[src/verilog/ccc_pkg.sv]
package ccc_pkg;

  localparam int unsigned CLK_HZ          = 20_000_000;
  localparam int unsigned CLK_PERIOD_NS   = 50;
  localparam int unsigned INT_PULSE_NS    = 256_000;
  localparam int unsigned INT_PULSE_CYC   = INT_PULSE_NS / CLK_PERIOD_NS;
  localparam int unsigned CONV_PERIOD_MS  = 1000;
  localparam int unsigned CONV_PERIOD_CYC = CONV_PERIOD_MS * (CLK_HZ / 1000);
  localparam int unsigned CONV_TIME_MS    = 50;
  localparam int unsigned CONV_TIME_CYC   = CONV_TIME_MS * (CLK_HZ / 1000);
  localparam int unsigned BLINK_HALF_MS   = 500;
  localparam int unsigned BLINK_HALF_CYC  = BLINK_HALF_MS * (CLK_HZ / 1000);
  localparam int unsigned SEC_TICK_CYC    = CLK_HZ;
  localparam int unsigned SEC_PER_HOUR    = 3600;
  localparam int unsigned LOWBAT_TIMER_H  = 4;
  localparam int unsigned FAST_TIMER_H0   = 4;
  localparam int unsigned FAST_TIMER_H1   = 8;
  localparam int unsigned FAST_TIMER_H2   = 12;
  localparam int unsigned FAST_TIMER_H3   = 16;

  localparam logic [7:0] ADDR_CTRL   = 8'h00;
  localparam logic [7:0] ADDR_CHGCFG = 8'h04;
  localparam logic [7:0] ADDR_COMP   = 8'h08;
  localparam logic [7:0] ADDR_STATUS = 8'h0c;
  localparam logic [7:0] ADDR_FAULT  = 8'h10;
  localparam logic [7:0] ADDR_MON0   = 8'h14;
  localparam logic [7:0] ADDR_MON1   = 8'h18;
  localparam logic [7:0] ADDR_VREG   = 8'h1c;

  // Control fields
  localparam int CTRL_CHG_EN   = 0;
  localparam int CTRL_TERM_EN  = 1;
  localparam int CTRL_TMR_EN   = 2;
  localparam int CTRL_SLOW_EN  = 3;
  localparam int CTRL_STATUS_PIN_DISABLE = 4;
  localparam int CTRL_CONT     = 5;
  localparam int CTRL_TRIG     = 6;
  localparam int CTRL_SW_OFF   = 7;
  localparam int CTRL_BOOST_HOT_THRESHOLD_SELECT_LSB = 8;
  localparam int CTRL_BOOST_COLD_THRESHOLD_SELECT    = 10;
  localparam logic [31:0] CTRL_RST   = 32'h0000_000f;
  localparam logic [31:0] CTRL_WMASK = 32'h0000_073f;
  // Charge configuration fields
  localparam int CHG_FAST_CHARGE_CURRENT_SETTING_LSB  = 0;
  localparam int CHG_IPRE_LSB  = 8;
  localparam int CHG_TMR_LSB   = 16;
  localparam int CHG_RECHG     = 18;
  localparam logic [31:0] CHGCFG_RST   = 32'h0002_0120;
  localparam logic [31:0] CHGCFG_WMASK = 32'h0007_0f7f;
  // Compensation fields: base, resistance, clamp
  localparam int COMP_BASE_LSB  = 0;
  localparam int COMP_RES_LSB   = 8;
  localparam int COMP_CLAMP_LSB = 16;
  localparam logic [31:0] COMP_RST   = 32'h0000_0080;
  localparam logic [31:0] COMP_WMASK = 32'h00ff_ffff;
  // Fault fields
  localparam int FLT_CHG_LSB = 4;
  localparam int FLT_BOOST   = 6;

  localparam logic [1:0] CUR_SHORT = 2'h0;
  localparam logic [1:0] CUR_PRE   = 2'h1;
  localparam logic [1:0] CUR_FAST  = 2'h2;
  localparam logic [1:0] BOOST_HOT_THRESHOLD_SELECT_OFF  = 2'h3;
  localparam logic [1:0] TMR_FAULT = 2'h3;

  typedef enum logic [2:0] {
    CHG_OFF  = 3'h0,
    CHG_PRE  = 3'h1,
    CHG_FAST = 3'h3,
    CHG_DONE = 3'h2,
    CHG_SUSP = 3'h6
  } ccc_chg_e;

  typedef enum logic [1:0] {
    MON_IDLE = 2'h0,
    MON_CONV = 2'h1,
    MON_WAIT = 2'h3
  } ccc_mon_e;

  typedef enum logic [3:0] {
    REG_CTRL, REG_CHGCFG, REG_COMP, REG_STATUS,
    REG_FAULT, REG_MON0, REG_MON1, REG_VREG, REG_NONE
  } ccc_reg_e;

  typedef struct packed {
    logic conv_on;
    logic vbat_short;
    logic vbat_pre;
    logic vbat_lowv;
    logic above_rechg;
    logic below_term;
    logic dynamic_power_limit;
    logic thermal;
    logic ts_cold;
    logic ts_warm;
    logic ts_hot;
    logic ts_boost_out;
    logic boost_req;
    logic supplement_req;
  } ccc_sense_s;

  typedef struct packed {
    logic [7:0] ibat;
    logic [7:0] vbus;
    logic [7:0] ts;
    logic [7:0] vsys;
    logic [7:0] vbat;
  } ccc_adc_s;

endpackage : ccc_pkg

[src/verilog/ccc_top.sv]
`timescale 1ns/10ps
module ccc_top
  import ccc_pkg::*;
#(
  parameter int unsigned INT_CYC     = INT_PULSE_CYC,
  parameter int unsigned CONV_PERIOD = CONV_PERIOD_CYC,
  parameter int unsigned CONV_TIME   = CONV_TIME_CYC,
  parameter int unsigned BLINK_HALF  = BLINK_HALF_CYC,
  parameter int unsigned SEC_TICK    = SEC_TICK_CYC
) (
  // Clock and reset
  input  wire logic        i_clk_sys,
  input  wire logic        i_reset,
  // AHB-Lite slave
  input  wire logic        i_hsel,
  input  wire logic [31:0] i_haddr,
  input  wire logic [1:0]  i_htrans,
  input  wire logic        i_hwrite,
  input  wire logic [2:0]  i_hsize,
  input  wire logic [31:0] i_hwdata,
  input  wire logic        i_hready,
  output logic             o_hreadyout,
  output logic             o_hresp,
  output logic [31:0]      o_hrdata,
  // Pins and analog front end
  input  wire logic        i_charge_enable_n,
  input  wire logic        i_wake_button_pin_n,
  input  ccc_sense_s       i_sense,
  input  ccc_adc_s         i_adc,
  // Outputs to power stage and host
  output logic             o_int_n,
  output logic             o_stat_out,
  output logic             o_stat_oe,
  output logic             o_charge_on,
  output logic [1:0]       o_cur_sel,
  output logic [6:0]       o_fast_charge_current_setting,
  output logic [3:0]       o_precharge_current,
  output logic             o_recharge_threshold_select,
  output logic [1:0]       o_boost_hot_threshold_select,
  output logic             o_boost_cold_threshold_select,
  output logic             o_boost_en,
  output logic             o_battery_switch_on,
  output logic [8:0]       o_vreg_target,
  output logic             o_conv_active
);

  function automatic ccc_reg_e ccc_decode(input logic [31:0] a);
    ccc_reg_e r;
    r = REG_NONE;
    if (a[31:8] == 24'h0) begin
      case (a[7:0])
        ADDR_CTRL:   r = REG_CTRL;
        ADDR_CHGCFG: r = REG_CHGCFG;
        ADDR_COMP:   r = REG_COMP;
        ADDR_STATUS: r = REG_STATUS;
        ADDR_FAULT:  r = REG_FAULT;
        ADDR_MON0:   r = REG_MON0;
        ADDR_MON1:   r = REG_MON1;
        ADDR_VREG:   r = REG_VREG;
        default:     r = REG_NONE;
      endcase
    end
    return r;
  endfunction : ccc_decode

  function automatic logic [16:0] ccc_timer_limit(input logic [1:0] sel);
    int unsigned h;
    case (sel)
      2'h0:    h = FAST_TIMER_H0;
      2'h1:    h = FAST_TIMER_H1;
      2'h2:    h = FAST_TIMER_H2;
      default: h = FAST_TIMER_H3;
    endcase
    return 17'(h * SEC_PER_HOUR);
  endfunction : ccc_timer_limit

  localparam logic [16:0] LOWBAT_SEC = 17'(LOWBAT_TIMER_H * SEC_PER_HOUR);

  // Two-flop synchronisers for everything arriving from pins
  ccc_sense_s sense_m, sense;
  ccc_adc_s   adc_m, adc;
  logic       ce_n_m, ce_n, wake_m, wake, wake_d;

  always_ff @(posedge i_clk_sys or posedge i_reset) begin
    if (i_reset) begin
      sense_m <= '0;
      sense   <= '0;
      adc_m   <= '0;
      adc     <= '0;
      ce_n_m  <= 1'b1;
      ce_n    <= 1'b1;
      wake_m  <= 1'b1;
      wake    <= 1'b1;
      wake_d  <= 1'b1;
    end else begin
      sense_m <= i_sense;
      sense   <= sense_m;
      adc_m   <= i_adc;
      adc     <= adc_m;
      ce_n_m  <= i_charge_enable_n;
      ce_n    <= ce_n_m;
      wake_m  <= i_wake_button_pin_n;
      wake    <= wake_m;
      wake_d  <= wake;
    end
  end

  // Bus and register state
  logic        wr_q, next_wr_q;
  logic [31:0] addr_q, next_addr_q;
  logic [31:0] hrdata, next_hrdata;
  logic [31:0] ctrl, next_ctrl, chgcfg, next_chgcfg, comp, next_comp;
  logic        sw_off, next_sw_off;
  logic [6:0]  fault, next_fault;
  // Charge state
  ccc_chg_e    state, next_state;
  logic [31:0] sec_cnt, next_sec_cnt;
  logic [16:0] tmr_sec, next_tmr_sec;
  logic        half_ph, next_half_ph;
  logic        tmr_fault, next_tmr_fault;
  // Monitor state
  ccc_mon_e    mon, next_mon;
  logic [31:0] mon_cnt, next_mon_cnt;
  ccc_adc_s    mon_res, next_mon_res;
  // Interrupt and status pin
  logic        pend, next_pend, int_n, next_int_n;
  logic [31:0] int_cnt, next_int_cnt, blink_cnt, next_blink_cnt;
  logic        blink, next_blink;
  logic [8:0]  vreg, next_vreg;

  logic        addr_ph, enable, start_ok, ts_bad, ts_ok, slow, tick, advance, expire;
  logic        term_evt, ts_evt, bst_evt, trig_req, conv_end, rd_fault;
  ccc_reg_e    widx;
  logic [1:0]  phase;
  logic [15:0] prod;
  logic [7:0]  comp_add;

  assign addr_ph  = i_hsel & i_hready & i_htrans[1];
  assign widx     = ccc_decode(addr_q);
  assign enable   = ctrl[CTRL_CHG_EN] & ~ce_n;
  assign ts_ok    = ~sense.ts_cold & ~sense.ts_warm;
  assign ts_bad   = sense.ts_cold | sense.ts_hot;
  assign start_ok = sense.conv_on & enable & ts_ok & ~tmr_fault & ~sw_off
                  & (chgcfg[CHG_FAST_CHARGE_CURRENT_SETTING_LSB +: 7] != 7'h0);
  assign trig_req = wr_q & (widx == REG_CTRL) & i_hwdata[CTRL_TRIG]
                  & ~ctrl[CTRL_CONT];
  assign rd_fault = addr_ph & ~i_hwrite & (ccc_decode(i_haddr) == REG_FAULT);
  assign bst_evt  = sense.boost_req & ~sw_off & sense.ts_boost_out
                  & (ctrl[CTRL_BOOST_HOT_THRESHOLD_SELECT_LSB +: 2] != BOOST_HOT_THRESHOLD_SELECT_OFF);

  always_comb begin
    case (state)
      CHG_PRE:  phase = 2'h1;
      CHG_FAST: phase = 2'h2;
      CHG_DONE: phase = 2'h3;
      CHG_SUSP: phase = sense.vbat_pre ? 2'h1 : 2'h2;
      default:  phase = 2'h0;
    endcase
  end

  // Bus: zero wait state, read data captured in the address phase
  always_comb begin
    next_wr_q   = addr_ph & i_hwrite;
    next_addr_q = addr_ph ? i_haddr : addr_q;
    next_hrdata = hrdata;
    if (addr_ph & ~i_hwrite) begin
      case (ccc_decode(i_haddr))
        REG_CTRL: begin
          next_hrdata = ctrl;
          next_hrdata[CTRL_TRIG]   = (mon != MON_IDLE);
          next_hrdata[CTRL_SW_OFF] = sw_off;
        end
        REG_CHGCFG: next_hrdata = chgcfg;
        REG_COMP:   next_hrdata = comp;
        REG_STATUS: next_hrdata = {28'h0, o_boost_en, tmr_fault, phase};
        REG_FAULT:  next_hrdata = {25'h0, fault};
        REG_MON0:   next_hrdata = {adc_field(mon_res)};
        REG_MON1:   next_hrdata = {24'h0, mon_res.ibat};
        REG_VREG:   next_hrdata = {23'h0, vreg};
        default:    next_hrdata = 32'h0;
      endcase
    end
    next_ctrl   = ctrl;
    next_chgcfg = chgcfg;
    next_comp   = comp;
    next_sw_off = sw_off;
    if (wr_q) begin
      case (widx)
        REG_CTRL: begin
          next_ctrl   = i_hwdata & CTRL_WMASK;
          next_sw_off = i_hwdata[CTRL_SW_OFF];
        end
        REG_CHGCFG: next_chgcfg = i_hwdata & CHGCFG_WMASK;
        REG_COMP:   next_comp   = i_hwdata & COMP_WMASK;
        default:    next_ctrl   = ctrl;
      endcase
    end
    if (wake & ~wake_d) next_sw_off = 1'b0;
    if (bst_evt) next_sw_off = 1'b1;
  end

  function automatic logic [31:0] adc_field(input ccc_adc_s r);
    return {r.vbus, r.ts, r.vsys, r.vbat};
  endfunction : adc_field

  // Safety timer, half rate under regulation
  assign slow    = ctrl[CTRL_SLOW_EN] & (sense.dynamic_power_limit | sense.thermal);
  assign tick    = (sec_cnt == 32'(SEC_TICK - 1));
  assign advance = tick & (~slow | half_ph);
  assign expire  = ctrl[CTRL_TMR_EN] & advance & enable & sense.conv_on
                 & ((state == CHG_PRE) | (state == CHG_FAST))
                 & ((tmr_sec + 17'h1) >= (sense.vbat_lowv ? LOWBAT_SEC
                    : ccc_timer_limit(chgcfg[CHG_TMR_LSB +: 2])));
  assign term_evt = (state == CHG_FAST) & ~ts_bad & ~expire & ctrl[CTRL_TERM_EN]
                  & sense.below_term & sense.above_rechg & enable & sense.conv_on
                  & ~sense.dynamic_power_limit & ~sense.thermal;
  assign ts_evt   = ((state == CHG_PRE) | (state == CHG_FAST)) & ts_bad
                  & enable & sense.conv_on;

  always_comb begin
    next_state     = state;
    next_tmr_fault = tmr_fault;
    next_sec_cnt   = tick ? 32'h0 : sec_cnt + 32'h1;
    next_half_ph   = (tick & slow) ? ~half_ph : half_ph;
    next_tmr_sec   = advance ? tmr_sec + 17'h1 : tmr_sec;
    if (~enable | ~sense.conv_on) begin
      next_state     = CHG_OFF;
      next_tmr_fault = 1'b0;
    end else begin
      case (state)
        CHG_OFF, CHG_DONE: begin
          if (start_ok & ((state == CHG_OFF) | ~sense.above_rechg)) begin
            next_state   = sense.vbat_pre ? CHG_PRE : CHG_FAST;
            next_sec_cnt = 32'h0;
            next_tmr_sec = 17'h0;
            next_half_ph = 1'b0;
          end
        end
        CHG_PRE, CHG_FAST: begin
          if (ts_bad) begin
            next_state = CHG_SUSP;
          end else if (expire) begin
            next_state     = CHG_SUSP;
            next_tmr_fault = 1'b1;
          end else if (term_evt) begin
            next_state = CHG_DONE;
          end else if ((state == CHG_PRE) & ~sense.vbat_pre) begin
            next_state = CHG_FAST;
          end
        end
        CHG_SUSP: begin
          if (ts_ok & ~tmr_fault) begin
            next_state = sense.vbat_pre ? CHG_PRE : CHG_FAST;
          end
        end
        default: next_state = CHG_OFF;
      endcase
    end
    // Read clears the record; a new event in the same cycle still lands
    next_fault = rd_fault ? 7'h0 : fault;
    if (ts_evt) next_fault[2:0] = {sense.ts_hot, sense.ts_warm, sense.ts_cold};
    if (expire) next_fault[FLT_CHG_LSB +: 2] = TMR_FAULT;
    if (bst_evt) next_fault[FLT_BOOST] = 1'b1;
  end

  // Battery monitor sequencing
  assign conv_end = (mon == MON_CONV) & (mon_cnt == 32'(CONV_TIME - 1));

  always_comb begin
    next_mon     = mon;
    next_mon_cnt = mon_cnt + 32'h1;
    next_mon_res = mon_res;
    case (mon)
      MON_IDLE: begin
        next_mon_cnt = 32'h0;
        if (ctrl[CTRL_CONT] | trig_req) next_mon = MON_CONV;
      end
      MON_CONV: begin
        if (conv_end) begin
          next_mon_res = adc;
          next_mon     = ctrl[CTRL_CONT] ? MON_WAIT : MON_IDLE;
        end
      end
      MON_WAIT: begin
        if (~ctrl[CTRL_CONT]) begin
          next_mon = MON_IDLE;
        end else if (mon_cnt == 32'(CONV_PERIOD - 1)) begin
          next_mon     = MON_CONV;
          next_mon_cnt = 32'h0;
        end
      end
      default: next_mon = MON_IDLE;
    endcase
  end

  // Interrupt pulse, status pin and compensation target
  always_comb begin
    next_pend      = pend;
    next_int_n     = int_n;
    next_int_cnt   = int_cnt;
    if (~int_n) begin
      next_int_cnt = int_cnt + 32'h1;
      if (int_cnt == 32'(INT_CYC - 1)) next_int_n = 1'b1;
    end else if (pend) begin
      next_int_n   = 1'b0;
      next_int_cnt = 32'h0;
      next_pend    = 1'b0;
    end
    if (term_evt | ts_evt | expire | bst_evt) next_pend = 1'b1;
    next_blink     = blink;
    next_blink_cnt = blink_cnt + 32'h1;
    if (blink_cnt == 32'(BLINK_HALF - 1)) begin
      next_blink_cnt = 32'h0;
      next_blink     = ~blink;
    end
    prod      = 16'(mon_res.ibat * comp[COMP_RES_LSB +: 8]);
    comp_add  = (prod > {8'h0, comp[COMP_CLAMP_LSB +: 8]}) ? comp[COMP_CLAMP_LSB +: 8]
              : prod[7:0];
    next_vreg = {1'b0, comp[COMP_BASE_LSB +: 8]} + {1'b0, comp_add};
  end

  always_ff @(posedge i_clk_sys or posedge i_reset) begin
    if (i_reset) begin
      wr_q      <= 1'b0;
      addr_q    <= 32'h0;
      hrdata    <= 32'h0;
      ctrl      <= CTRL_RST;
      chgcfg    <= CHGCFG_RST;
      comp      <= COMP_RST;
      sw_off    <= 1'b0;
      fault     <= 7'h0;
      state     <= CHG_OFF;
      sec_cnt   <= 32'h0;
      tmr_sec   <= 17'h0;
      half_ph   <= 1'b0;
      tmr_fault <= 1'b0;
      mon       <= MON_IDLE;
      mon_cnt   <= 32'h0;
      mon_res   <= '0;
      pend      <= 1'b0;
      int_n     <= 1'b1;
      int_cnt   <= 32'h0;
      blink_cnt <= 32'h0;
      blink     <= 1'b0;
      vreg      <= 9'h0;
    end else begin
      wr_q      <= next_wr_q;
      addr_q    <= next_addr_q;
      hrdata    <= next_hrdata;
      ctrl      <= next_ctrl;
      chgcfg    <= next_chgcfg;
      comp      <= next_comp;
      sw_off    <= next_sw_off;
      fault     <= next_fault;
      state     <= next_state;
      sec_cnt   <= next_sec_cnt;
      tmr_sec   <= next_tmr_sec;
      half_ph   <= next_half_ph;
      tmr_fault <= next_tmr_fault;
      mon       <= next_mon;
      mon_cnt   <= next_mon_cnt;
      mon_res   <= next_mon_res;
      pend      <= next_pend;
      int_n     <= next_int_n;
      int_cnt   <= next_int_cnt;
      blink_cnt <= next_blink_cnt;
      blink     <= next_blink;
      vreg      <= next_vreg;
    end
  end

  // Registered pin-facing outputs
  logic stat_oe, chg_on, bst_en, sw_on;
  logic [1:0] cur_sel;

  always_ff @(posedge i_clk_sys or posedge i_reset) begin
    if (i_reset) begin
      stat_oe <= 1'b0;
      chg_on  <= 1'b0;
      bst_en  <= 1'b0;
      sw_on   <= 1'b1;
      cur_sel <= CUR_SHORT;
    end else begin
      if (ctrl[CTRL_STATUS_PIN_DISABLE]) begin
        stat_oe <= 1'b0;
      end else if ((state == CHG_SUSP) | (sense.boost_req & sw_off)) begin
        stat_oe <= blink;
      end else begin
        stat_oe <= (state == CHG_PRE) | (state == CHG_FAST);
      end
      chg_on  <= (state == CHG_PRE) | (state == CHG_FAST);
      bst_en  <= sense.boost_req & ~sw_off & ~bst_evt;
      sw_on   <= ~sw_off & ((state != CHG_DONE) | sense.supplement_req);
      cur_sel <= sense.vbat_short ? CUR_SHORT
               : (sense.vbat_pre ? CUR_PRE : CUR_FAST);
    end
  end

  assign o_hreadyout = 1'b1;
  assign o_hresp     = 1'b0;
  assign o_hrdata    = hrdata;
  assign o_int_n     = int_n;
  assign o_stat_out  = 1'b0;
  assign o_stat_oe   = stat_oe;
  assign o_charge_on = chg_on;
  assign o_cur_sel   = cur_sel;
  assign o_fast_charge_current_setting = chgcfg[CHG_FAST_CHARGE_CURRENT_SETTING_LSB +: 7];
  assign o_precharge_current           = chgcfg[CHG_IPRE_LSB +: 4];
  assign o_recharge_threshold_select   = chgcfg[CHG_RECHG];
  assign o_boost_hot_threshold_select  = ctrl[CTRL_BOOST_HOT_THRESHOLD_SELECT_LSB +: 2];
  assign o_boost_cold_threshold_select = ctrl[CTRL_BOOST_COLD_THRESHOLD_SELECT];
  assign o_boost_en          = bst_en;
  assign o_battery_switch_on = sw_on;
  assign o_vreg_target       = vreg;
  assign o_conv_active       = (mon == MON_CONV);

  logic [31:0] low_cnt;
  always_ff @(posedge i_clk_sys or posedge i_reset) begin
    if (i_reset) low_cnt <= 32'h0;
    else low_cnt <= o_int_n ? 32'h0 : low_cnt + 32'h1;
  end
endmodule : ccc_top

[config.mk]
export PLATFORM = sky130hd
export DESIGN_NAME = ccc_top
export DESIGN_NICKNAME = d
export VERILOG_FILES = /design/src/verilog/ccc_pkg.sv /design/src/verilog/ccc_top.sv
export SDC_FILE = /design/constraint.sdc
export NUM_CORES = 1
export LEC_CHECK = 0
export BUFFER_PORTS_ARGS = -buffer_cell sky130_fd_sc_hd__buf_2
export CORE_AREA = 5 5 191 332
export CTS_CLUSTER_DIAMETER = 50
export DETAILED_ROUTE_END_ITERATION = 7
export DIE_AREA = 0 0 196 337
export SYNTH_ARGS = -nofsm -noshare
export SYNTH_HDL_FRONTEND = slang
export SYNTH_SLANG_ARGS = --single-unit
[constraint.sdc]
create_clock -name i_clk_sys -period 13 [get_ports i_clk_sys]
set_input_delay 0.65 -clock i_clk_sys [delete_from_list [all_inputs] [get_ports i_clk_sys]]
set_output_delay 0.65 -clock i_clk_sys [all_outputs]
set_load 0.01 [all_outputs]
==> results.tsv, run 1 <==
stage	metric	value	unit
setup_path	critPathTopFamily	adder cells	
setup_path	critical_path.n_buffers_inverters	3	
power	final_total_power	2.94	mW
clock_tree	cts.clk_slew.worst_paths	60	ps
clock_tree	holdBufCountCts	0	
job	maxCapViolations	0	
clock_tree	cts-buffers-inserted	44	
routing	total_vias_in_the_final_route	14602	
synth	synth_enable_flop_cells	0	
setup_path	worst_setup_path_end_kind	flip-flop	
floorplan	core_region_area	0.0607	mm2
synth	yosys-top-cells-area	sky130_fd_sc_hd__dfrtp_1 (51%), sky130_fd_sc_hd__mux2_2 (6.0%), sky130_fd_sc_hd__ha_1 (4.5%)	
routing	drc_errors	0	
floorplan	starting_density_of_the_core	34.6	%
floorplan	fp-row-count	120	
synth	netlist.top_cell.by_area	sky130_fd_sc_hd__dfrtp_1	
setup_path	startpoint_type	flip-flop	
worst_hold_path	hp-class	in -> reg	
floorplan	io_pins	197	
clock_tree	post-cts-setup-buffer-count	0	
synth	yosysSeqAreaShare	52.7	%
clock_tree	post_cts.resized_instances	0	
final_layout	fin_util	39.8	%
sta	finalHoldViolations	0	
setup_path	timing.setup.critical_path_class	reg -> reg	
synth	ys_types	73	
placement	detailed_place_hpwl	39700	um
sta	worst_slew_pin_slew	1110	ps
routing	via_per_inst	5.12	
power	leak_pwr	11.5	nW
placement	place_inst	2766	
power	irDropWorstVdd	85.6	uV
final_layout	final_nets	2262	
global_routing	grt_pass1_vias	15270	
sta	finalSetupTns	0	ps
synth	mappedNetlistArea	0.0210	mm2
sta	clock-skew-final	23.9	ps
setup_path	worst-path-max-fanout	10	
final_layout	final-instance-count-excl-fill	2850	
power	power_density	122	mW/mm2
floorplan	die-height	337	um
sta	finalSetupViolCount	0	
clock_tree	clockBufferDepth	3	
routing	antenna_left	0	
clock_tree	cts_num_sinks	441	
final_layout	syn2layout_area_growth	15.2	%
sta	period_share	56.4	%
sta	final.hold.worst_slack	174	ps
routing	detailedRoute.firstPassIterationCount	7	
routing	postRouteWirelength	53500	um
synth	syn-instance-count	1858	
floorplan	die_x	196	um
final_layout	final.fill_count	5862	
routing	drt_iter0_drc	774	
setup_path	path_cells	nand2_1 > fa_1 > fa_1 > inv_1 > fa_1 > inv_1 > fa_1 > inv_1 > ha_1 > and3_4 > a2111oi_4 > a21oi_1 > or4_1 > or4_4 > nor2_8 > mux2_4 > ha_1 > nor2b_1 > o21ai_0 > a21boi_0 > o21a_1 > nor2_1 > o21bai_1 > a21o_1	
synth	async_flop_share	100	%
global_routing	grt.overflow.total	0	
setup_path	timing.critical_path.slowest_cell_delay	560	ps
global_routing	antenna_found_initial	12	
clock_tree	clkLatencyLatePin	580	ps
global_routing	track_usage	16.1	%
clock_tree	root_buffer	sky130_fd_sc_hd__clkbuf_16	
sta	crit_path_time_final	7330	ps
final_layout	layout-drive-gt1-share	20.1	%
sta	max-slew-margin-rel	26.3	%
placement	gp_routability_congestion	0.847	
routing	drt-wirelength-per-cell	18.8	um
sta	final-max-slew-violation-count	0	
placement	placement.io_buffers	181	
synth	post-synth-top-area-fraction	50.9	%
clock_tree	tritoncts_clock_tree	yes	
run_status	run_status	finished clean	
synth	synth-warning-count	0	
global_routing	grt_pass1_wl	84900	um
setup_path	critical_path_arrival	7790	ps
synth	syn-mean-instance-area	11.3	um2
setup_path	crit_slowest_cell	sky130_fd_sc_hd__dfrtp_1	
global_routing	grt_start_max_net_pins	194	
clock_tree	number_of_levels_in_the_clock_h_tree	2	
setup_path	path_common_cell	sky130_fd_sc_hd__fa_1	
setup_path	cp.required	13460	ps
sta	grt_setup_unrepaired	false	
floorplan	dieArea	0.0661	mm2
synth	postSynthRegisterBits	441	
synth	synth_top_flop_cell	sky130_fd_sc_hd__dfrtp_1	
sta	fmax	136	MHz
[placed cells by master (no fill, tap or decap), types with 11 or more instances in the layout]
cell / n
sky130_fd_sc_hd__dfrtp_1: 426
sky130_fd_sc_hd__buf_4: 11
sky130_fd_sc_hd__ha_1: 76
sky130_fd_sc_hd__nor4_1: 26
sky130_fd_sc_hd__dfstp_2: 15
sky130_fd_sc_hd__buf_2: 181
sky130_fd_sc_hd__xor2_1: 63
sky130_fd_sc_hd__nand2b_1: 11
sky130_fd_sc_hd__fa_1: 37
sky130_fd_sc_hd__inv_1: 68
sky130_fd_sc_hd__nand2_1: 153
sky130_fd_sc_hd__xnor2_1: 59
sky130_fd_sc_hd__mux2_2: 112
sky130_fd_sc_hd__a22o_1: 11
sky130_fd_sc_hd__and2_1: 63
sky130_fd_sc_hd__or3_1: 13
sky130_fd_sc_hd__a22oi_1: 12
sky130_fd_sc_hd__nor2b_1: 13
sky130_fd_sc_hd__nor2_1: 154
sky130_fd_sc_hd__o31ai_1: 14
sky130_fd_sc_hd__a221oi_1: 14
sky130_fd_sc_hd__o21ai_0: 50
sky130_fd_sc_hd__nor3_1: 26
sky130_fd_sc_hd__clkbuf_16: 44
sky130_fd_sc_hd__a21o_1: 17
sky130_fd_sc_hd__and3_1: 32
sky130_fd_sc_hd__nand4_1: 41
sky130_fd_sc_hd__nand3_1: 79
sky130_fd_sc_hd__clkbuf_1: 12
sky130_fd_sc_hd__a21oi_1: 30
sky130_fd_sc_hd__mux2i_1: 14
[worst paths after layout]
kind,start,to,slack [ps],cells after the start
min reg2reg,adc_m[17],adc[17],330,0
min in group asynchronous,i_reset,adc_m[31],230,2
max,mon_res[32],o_vreg_target[8],5670,24
min,i_charge_enable_n,ce_n_m,170,1
max in group asynchronous,i_reset,addr_q[19],9470,5
max reg2reg,mon_res[32],o_vreg_target[8],5670,24
[report_power, final]
group / internal, mW / total (mW) / switching (mW)
Combinational: 0.0602 / 0.157 / 0.0968
Clock: 0.777 / 1.32 / 0.547
Sequential: 1.43 / 1.46 / 0.0310
Total: 2.26 / 2.94 / 0.675
[cell type report]
cell class,count,area [um2],area share (%)
multi-input combinational,1270,9310,38.5
tap,793,992,4.11
inverter,69,267,1.10
clock inverter,14,250,1.04
timing repair buffer,193,1010,4.18
sequential,441,11100,45.8
antenna,6,15.0,0.0622
clock buffer,64,1260,5.20
[routing by layer]
layer,part of all wire [%],up-vias,global-route usage [%]
met5,0.090,-,0
met4,4.8,8,7.98
met3,5.3,128,3.33
met2,52,336,28.5
met1,38,7336,18.4
li1,-,6794,-
[flip-flops by register name (all words and copies together) (netlist names), 2 cells and up]
| name | cells |
|---|---|
| o_cur_sel | 2 |
| adc | 40 |
| comp | 24 |
| blink_cnt | 32 |
| sense | 14 |
| chgcfg | 14 |
| ctrl | 9 |
| addr_q | 32 |
| fault | 5 |
| mon_res | 40 |
| adc_m | 40 |
| tmr_sec | 17 |
| o_vreg_target | 9 |
| o_hrdata | 32 |
| mon_cnt | 32 |
| sense_m | 14 |
| int_cnt | 32 |
| sec_cnt | 32 |
| mon | 2 |
| state | 3 |
[synth_stat cells (50+ instances only)]
master and number:
sky130_fd_sc_hd__and2_1 63, sky130_fd_sc_hd__clkbuf_1 59, sky130_fd_sc_hd__dfrtp_1 426, sky130_fd_sc_hd__ha_1 76, sky130_fd_sc_hd__inv_1 69, sky130_fd_sc_hd__mux2_2 112
sky130_fd_sc_hd__nand2_1 154, sky130_fd_sc_hd__nand3_1 80, sky130_fd_sc_hd__nor2_1 155, sky130_fd_sc_hd__o21ai_0 50, sky130_fd_sc_hd__xnor2_1 59, sky130_fd_sc_hd__xor2_1 63
[through the flow]
stage	cell area, um2	setup slack, ps
final	24200	5670
after global routing	24100	5240
after CTS	24100	5610
after detailed placement	22600	5630
after global placement	22600	5630
after floorplan	21000	88.0
[kinds of logic after synthesis]
family,share of synthesized area (%)
other cells,0.0358
mux,7.19
flops,52.7
fa+ha+maj,8.07
xor+xnor,5.10
compound gates,7.36
simple gates,16.5
buf+inv,3.04
(Power assumes the default switching activity.)
==> run 2, diff against run 1 <==
==> constraint.sdc (replaced) <==
create_clock -name i_clk_sys -period 7 [get_ports i_clk_sys]
set_input_delay 0.35 -clock i_clk_sys [delete_from_list [all_inputs] [get_ports i_clk_sys]]
set_output_delay 0.35 -clock i_clk_sys [all_outputs]
set_load 0.01 [all_outputs]
==> run 2 against run 1 <==
Effect of this change: critical path depth stayed put; cell count is 3.4% higher; first-iteration DRC count is 1.8% lower; flip-flop and latch count stayed put; cell area is 4.1% higher; non-clock buffer count is 92 higher; total power is 89% higher; critical path type unchanged; critical endpoint unchanged; largest cell class unchanged.
==> results.tsv, run 2 (synthesized netlist as in run 1, its figures left out) <==
stage	metric	value	unit	change
sta	finalHoldViolations	0		unchanged
final_layout	final.fill_count	5796		was 5862
clock_tree	cts-buffers-inserted	47		was 44
routing	via_per_inst	5.03		was 5.12
setup_path	timing.setup.critical_path_class	reg -> reg		unchanged
routing	drt_iter0_drc	760		was 774
clock_tree	tritoncts_clock_tree	yes		unchanged
run_status	run_status	finished clean		unchanged
setup_path	worst_setup_path_end_kind	flip-flop		unchanged
routing	detailedRoute.firstPassIterationCount	5		was 7
clock_tree	clkLatencyLatePin	590	ps	was 580 ps
global_routing	grt_pass1_wl	88200	um	was 84900 um
sta	fmax	147	MHz	was 136 MHz
placement	post_dp_cell_area	0.0228	mm2	was 0.0226 mm2
global_routing	antenna_found_initial	5		was 12
placement	place_inst	2786		was 2766
floorplan	starting_density_of_the_core	34.6	%	unchanged
clock_tree	root_buffer	sky130_fd_sc_hd__clkbuf_16		unchanged
setup_path	cp.required	7530	ps	was 13460 ps
clock_tree	clockBufferDepth	3		unchanged
final_layout	final_nets	2357		was 2262
sta	finalSetupTns	0	ps	unchanged
global_routing	grt_pass1_vias	16065		was 15270
setup_path	startpoint_type	flip-flop		unchanged
final_layout	syn2layout_area_growth	19.9	%	was 15.2%
global_routing	grt.overflow.total	0		unchanged
sta	worst_slew_pin_slew	1150	ps	was 1110 ps
setup_path	worst-path-max-fanout	6		was 10
global_routing	grt_start_max_net_pins	170		was 194
final_layout	layout.cell_area.non_filler	0.0251	mm2	was 0.0242 mm2
setup_path	endpoint	o_vreg_target[8]		unchanged
clock_tree	cts.clk_slew.worst_paths	70	ps	was 60 ps
routing	drc_errors	0		unchanged
setup_path	cp-startpoint	mon_res[33]		was mon_res[32]
setup_path	reg2reg_end	o_vreg_target[8]		unchanged
placement	detailed_place_hpwl	41400	um	was 39700 um
power	power_density	221	mW/mm2	was 122 mW/mm2
routing	antenna_left	0		unchanged
power	irDropWorstVdd	155	uV	was 85.6 uV
setup_path	crit-reg2reg-launch	mon_res[33]		was mon_res[32]
final_layout	layout.cells.most_common	sky130_fd_sc_hd__dfrtp_1		unchanged
sta	final-max-slew-violation-count	0		unchanged
worst_hold_path	whs_path_depth	2		was 1
routing	postRouteWirelength	55700	um	was 53500 um
placement	dp_worst_setup_slack	-66.4	ps	was 5630 ps
final_layout	final-instance-count-excl-fill	2948		was 2850
floorplan	io_pins	197		unchanged
final_layout	fin_util	41.4	%	was 39.8%
placement	placement.io_buffers	181		unchanged
setup_path	setup.reg_to_reg.worst_slack	200	ps	was 5670 ps
sta	max-slew-margin-rel	23.2	%	was 26.3%
floorplan	core_region_area	0.0607	mm2	unchanged
routing	total_vias_in_the_final_route	14843		was 14602
setup_path	critical_path_arrival	7330	ps	was 7790 ps
sta	final.setup.worst_slack	204	ps	was 5670 ps
sta	period_share	97.1	%	was 56.4%
final_layout	largest_registers	adc: 40 flops, adc_m: 40 flops, mon_res: 40 flops		unchanged
setup_path	worst-r2r-cell-count	24		unchanged
power	leak_pwr	11.9	nW	was 11.5 nW
routing	drt-wirelength-per-cell	18.9	um	was 18.8 um
sta	clock-skew-final	32.9	ps	was 23.9 ps
power	final_total_power	5.56	mW	was 2.94 mW
placement	gp_routability_congestion	0.830		was 0.847
worst_hold_path	hp-class	in -> reg		unchanged
sta	finalSetupViolCount	0		unchanged
job	maxCapViolations	0		unchanged
floorplan	fp-row-count	120		unchanged
floorplan	die-height	337	um	unchanged
clock_tree	cts_num_sinks	441		unchanged
global_routing	track_usage	16.8	%	was 16.1%
final_layout	layout-drive-gt1-share	21.6	%	was 20.1%
floorplan	die_x	196	um	unchanged
floorplan	dieArea	0.0661	mm2	unchanged
clock_tree	number_of_levels_in_the_clock_h_tree	2		unchanged
final_layout	layout_common_cells	sky130_fd_sc_hd__dfrtp_1 (420), sky130_fd_sc_hd__buf_2 (181), sky130_fd_sc_hd__nor2_1 (153), sky130_fd_sc_hd__nand2_1 (153), sky130_fd_sc_hd__mux2_2 (112)		was sky130_fd_sc_hd__dfrtp_1 (426), sky130_fd_sc_hd__buf_2 (181), sky130_fd_sc_hd__nor2_1 (154), sky130_fd_sc_hd__nand2_1 (153), sky130_fd_sc_hd__mux2_2 (112)
sta	crit_path_time_final	6800	ps	was 7330 ps
sta	final.hold.worst_slack	33.1	ps	was 174 ps
==> run 2: changes by cell type in the layout (fill, tap and decap cells not counted), sizes merged <==
| cell | before | now |
|---|---|---|
| clkinvlp | 0 | 6 |
| clkinv | 5 | 9 |
| bufinv | 5 | 2 |
| inv | 73 | 78 |
| buf | 193 | 215 |
| clkbuf | 64 | 60 |
| dlygate4sd3 | 0 | 70 |
| diode | 6 | 4 |
==> run 2: worst min-delay path by stage <==
stage / slack (ps) / startpoint / end
3_3_place_gp: 330 / adc_m[29] / adc[29]
6_report: 30 / i_hwdata[12] / comp[12]
5_1_grt: 20 / i_hwdata[12] / comp[12]
3_5_place_dp: 330 / adc_m[26] / adc[26]
4_1_cts: 1 / i_haddr[11] / addr_q[11]
2_1_floorplan: 330 / adc_m[0] / adc[0]
==> run 2: report_power, final <==
group	switching, mW	internal, mW	leakage, nW
Sequential	0.0577	2.65	5.63
Clock	1.10	1.42	0.759
Combinational	0.193	0.138	5.55
Total	1.35	4.21	11.9
==> run 2: timing repair <==
action                     CTS  global route
gates resized for setup      2            19
hold buffers                70             0
buffers inserted             0             2
cloned                       0             0
pin swaps                    0             2
hold endpoints to repair    94             0
setup endpoints to repair    2             5
==> run 2: critical path: stages (launching register included) <==
cell                        delay, ps
sky130_fd_sc_hd__dfrtp_2          450
sky130_fd_sc_hd__and2_1           190
sky130_fd_sc_hd__fa_1             450
sky130_fd_sc_hd__fa_1             540
sky130_fd_sc_hd__inv_1             50
sky130_fd_sc_hd__fa_1             460
sky130_fd_sc_hd__fa_1             540
sky130_fd_sc_hd__inv_1             40
sky130_fd_sc_hd__ha_1             360
sky130_fd_sc_hd__and3_4           210
sky130_fd_sc_hd__a2111oi_4        390
sky130_fd_sc_hd__a21oi_1          100
sky130_fd_sc_hd__or4_1            520
sky130_fd_sc_hd__or4_4            590
sky130_fd_sc_hd__o31ai_4          270
sky130_fd_sc_hd__ha_2             230
sky130_fd_sc_hd__inv_1             60
sky130_fd_sc_hd__fa_1             400
sky130_fd_sc_hd__nor2b_1          160
sky130_fd_sc_hd__o21ai_2           80
sky130_fd_sc_hd__a21boi_1         190
sky130_fd_sc_hd__o21a_1           150
sky130_fd_sc_hd__nor2_2            50
sky130_fd_sc_hd__o21bai_1         120
sky130_fd_sc_hd__a21o_1           130
==> run 2: area by class of cell <==
| type | count | area (um2) | share of cell area, % |
|---|---|---|---|
| Multi-Input combinational cell | 1270 | 9350 | 37.2 |
| Inverter | 69 | 263 | 1.05 |
| Timing Repair Buffer | 285 | 1890 | 7.51 |
| Antenna cell | 4 | 10.0 | 0.0398 |
| Sequential cell | 441 | 11100 | 44.0 |
| Clock inverter | 26 | 259 | 1.03 |
| Tap cell | 793 | 992 | 3.95 |
| Clock buffer | 60 | 1310 | 5.20 |
==> run 2: routing by layer <==
layer	GRT usage, %	up-vias	wire length [um]
met5	0	-	13
met3	3.49	104	2830
met4	6.97	2	2270
met2	31.1	302	29600
li1	-	7000	-
met1	18.5	7435	21000
==> run 3, diff against run 2 <==
--- a/config.mk
+++ b/config.mk
@@ -6,10 +6,10 @@
 export NUM_CORES = 1
 export LEC_CHECK = 0
 export BUFFER_PORTS_ARGS = -buffer_cell sky130_fd_sc_hd__buf_2
-export CORE_AREA = 5 5 191 332
+export CORE_AREA = 2 2 248 250
 export CTS_CLUSTER_DIAMETER = 50
 export DETAILED_ROUTE_END_ITERATION = 7
-export DIE_AREA = 0 0 196 337
+export DIE_AREA = 0 0 250 252
 export SYNTH_ARGS = -nofsm -noshare
 export SYNTH_HDL_FRONTEND = slang
 export SYNTH_SLANG_ARGS = --single-unit
==> run 3 against run 2 <==
Effect of this change: core utilization rose by 1.3 points; critical path depth decreased by 1; clock power increased by 12%; first-iteration DRC count up 46%; sequential share of layout area down 1.0 points; setup slack improved by 100 ps; cell area up 2.3%; largest cell class unchanged; via count increased by 1.1%; flip-flop and latch count unchanged; clock-buffer cell count grew 10; clock skew increased by 16 ps; maximum frequency increased by 1.5%.
==> results.tsv, run 3 (synthesized netlist as in run 1, its figures left out) <==
stage	metric	value	unit	change
run_status	run_status	finished clean		unchanged
sta	worst_slew_pin_slew	1210	ps	was 1150 ps
setup_path	worst-r2r-cell-count	23		was 24
sta	final-max-slew-violation-count	0		unchanged
global_routing	antenna_found_initial	1		was 5
floorplan	fp-row-count	90		was 120
sta	crit_path_time_final	6690	ps	was 6800 ps
setup_path	cp.required	7560	ps	was 7530 ps
sta	fmax	149	MHz	was 147 MHz
routing	via_per_inst	5.03		about the same
setup_path	timing.setup.critical_path_class	reg -> reg		unchanged
sta	max-slew-margin-rel	19.4	%	was 23.2%
placement	gp_routability_congestion	0.866		was 0.830
clock_tree	cts_num_sinks	441		unchanged
setup_path	crit-reg2reg-launch	mon_res[33]		unchanged
power	irDropWorstVdd	178	uV	was 155 uV
placement	post_dp_cell_area	0.0227	mm2	was 0.0228 mm2
floorplan	die_x	250	um	was 196 um
global_routing	grt_pass1_vias	15525		was 16065
power	leak_pwr	12.2	nW	was 11.9 nW
job	maxCapViolations	0		unchanged
placement	placement.io_buffers	181		unchanged
setup_path	reg2reg_end	o_vreg_target[7]		was o_vreg_target[8]
floorplan	die-height	252	um	was 337 um
setup_path	setup.reg_to_reg.worst_slack	310	ps	was 200 ps
power	power_density	228	mW/mm2	was 221 mW/mm2
final_layout	final_nets	2398		was 2357
clock_tree	root_buffer	sky130_fd_sc_hd__clkbuf_16		unchanged
floorplan	io_pins	197		unchanged
routing	antenna_left	0		unchanged
clock_tree	cts.clk_slew.worst_paths	70	ps	about the same
setup_path	cp-startpoint	mon_res[33]		unchanged
final_layout	layout.cells.most_common	sky130_fd_sc_hd__dfrtp_1		unchanged
global_routing	grt_start_max_net_pins	160		was 170
sta	finalSetupViolCount	0		unchanged
placement	detailed_place_hpwl	38000	um	was 41400 um
routing	drc_errors	0		unchanged
global_routing	track_usage	17.1	%	was 16.8%
setup_path	endpoint	o_vreg_target[7]		was o_vreg_target[8]
clock_tree	clkLatencyLatePin	640	ps	was 590 ps
floorplan	core_region_area	0.0601	mm2	was 0.0607 mm2
floorplan	starting_density_of_the_core	34.9	%	was 34.6%
setup_path	critical_path_arrival	7260	ps	was 7330 ps
sta	clock-skew-final	49.0	ps	was 32.9 ps
final_layout	layout-drive-gt1-share	21.2	%	was 21.6%
clock_tree	tritoncts_clock_tree	yes		unchanged
final_layout	syn2layout_area_growth	22.7	%	was 19.9%
setup_path	worst-path-max-fanout	9		was 6
global_routing	grt_pass1_wl	85500	um	was 88200 um
power	final_total_power	5.87	mW	was 5.56 mW
sta	finalSetupTns	0	ps	unchanged
routing	drt-wirelength-per-cell	17.9	um	was 18.9 um
clock_tree	number_of_levels_in_the_clock_h_tree	2		unchanged
routing	postRouteWirelength	53500	um	was 55700 um
setup_path	startpoint_type	flip-flop		unchanged
routing	detailedRoute.firstPassIterationCount	5		unchanged
final_layout	layout.cell_area.non_filler	0.0257	mm2	was 0.0251 mm2
routing	drt_iter0_drc	1108		was 760
routing	total_vias_in_the_final_route	15008		was 14843
floorplan	dieArea	0.0630	mm2	was 0.0661 mm2
sta	period_share	95.6	%	was 97.1%
sta	finalHoldViolations	0		unchanged
final_layout	largest_registers	adc: 40 flops, adc_m: 40 flops, mon_res: 40 flops		unchanged
setup_path	worst_setup_path_end_kind	flip-flop		unchanged
clock_tree	post-cts-setup-buffer-count	0		unchanged
worst_hold_path	hp-class	in -> reg		unchanged
final_layout	final.fill_count	5632		was 5796
final_layout	layout_common_cells	sky130_fd_sc_hd__dfrtp_1 (422), sky130_fd_sc_hd__buf_2 (181), sky130_fd_sc_hd__nor2_1 (153), sky130_fd_sc_hd__nand2_1 (153), sky130_fd_sc_hd__mux2_2 (112)		was sky130_fd_sc_hd__dfrtp_1 (420), sky130_fd_sc_hd__buf_2 (181), sky130_fd_sc_hd__nor2_1 (153), sky130_fd_sc_hd__nand2_1 (153), sky130_fd_sc_hd__mux2_2 (112)
clock_tree	clockBufferDepth	3		unchanged
clock_tree	cts-buffers-inserted	55		was 47
global_routing	grt.overflow.total	0		unchanged
run 3: changes by cell type in the layout (fill, tap and decap cells not counted), moves of 3 or more:
cell,previous run,this run
sky130_fd_sc_hd__buf_4,32,26
sky130_fd_sc_hd__clkbuf_1,6,9
sky130_fd_sc_hd__clkbuf_16,48,55
sky130_fd_sc_hd__diode_2,4,1
sky130_fd_sc_hd__dlygate4sd3_1,70,109
sky130_fd_sc_hd__inv_6,9,6
run 3: critical path: stages (launching register included):
cell                        delay [ps]
sky130_fd_sc_hd__dfrtp_1           410
sky130_fd_sc_hd__nand2_1           100
sky130_fd_sc_hd__fa_1              520
sky130_fd_sc_hd__fa_1              550
sky130_fd_sc_hd__inv_1              60
sky130_fd_sc_hd__fa_1              530
sky130_fd_sc_hd__inv_1              60
sky130_fd_sc_hd__fa_1              530
sky130_fd_sc_hd__inv_1              50
sky130_fd_sc_hd__ha_2              340
sky130_fd_sc_hd__and3_4            180
sky130_fd_sc_hd__a2111oi_4         390
sky130_fd_sc_hd__a21oi_1           100
sky130_fd_sc_hd__or4_1             500
sky130_fd_sc_hd__or4_4             490
sky130_fd_sc_hd__nor2_8            160
sky130_fd_sc_hd__mux2_4            310
sky130_fd_sc_hd__ha_1              270
sky130_fd_sc_hd__a21o_1            200
sky130_fd_sc_hd__a21oi_2           180
sky130_fd_sc_hd__o21ai_0           170
sky130_fd_sc_hd__a21o_1            210
sky130_fd_sc_hd__a21oi_1           170
sky130_fd_sc_hd__xnor2_1           150
run 3: area by class of cell:
class,count,area (um2),share of cell area [%]
clock inverters,31,358,1.39
well taps,782,978,3.80
multi-input cells,1270,9340,36.3
diodes,1,2.50,0.00973
flip-flops and latches,441,11100,43.0
repair buffers,318,2220,8.65
inverters,69,263,1.02
clock buffers,70,1490,5.80
run 3: metal layers:
layer,vias up,GRT usage (%),share of wire [%]
li1,7085,-,-
met1,7468,22.4,44
met2,367,28.0,47
met3,88,4.05,6.3
met4,0,5.44,2.7
met5,-,0,0
run 3: through the flow:
step / setup WS (ps) / utilization [%] / cells / hold WS, ps
finish: 305 / 42.8 / 2982 / 28.1
floorplan: 284 / - / 1859 / 331
CTS: 61.3 / 42.7 / 2981 / 0.477
global placement: 169 / 37.8 / 2771 / 286
global route: -17.6 / 42.8 / 2982 / 5.32
detailed placement: 49.3 / 37.8 / 2771 / 294
run 3: how the worst min path moves through the flow:
stage	startpoint	to	slack [ps]	cells past startpoint
after floorplan	adc_m[0]	adc[0]	330	0
after global placement	i_reset	sense_m[13]	290	2
after detailed placement	i_reset	sense_m[1]	290	2
after CTS	i_hwdata[4]	comp[4]	0.5	2
after global routing	i_hwdata[4]	chgcfg[4]	5	2
final	i_hwdata[4]	comp[4]	30	2
run 3: timing repair:
item,4_1_cts,5_1_grt
gates resized for setup,0,16
hold buffers,109,0
hold endpoints to repair,133,0
setup endpoints to repair,0,4
run 3: where the power goes:
| part | total, mW | switching [mW] | internal (mW) |
|---|---|---|---|
| clock | 2.82 | 1.17 | 1.65 |
| combinational | 0.342 | 0.190 | 0.152 |
| sequential | 2.70 | 0.0544 | 2.65 |
| total | 5.87 | 1.42 | 4.45 |
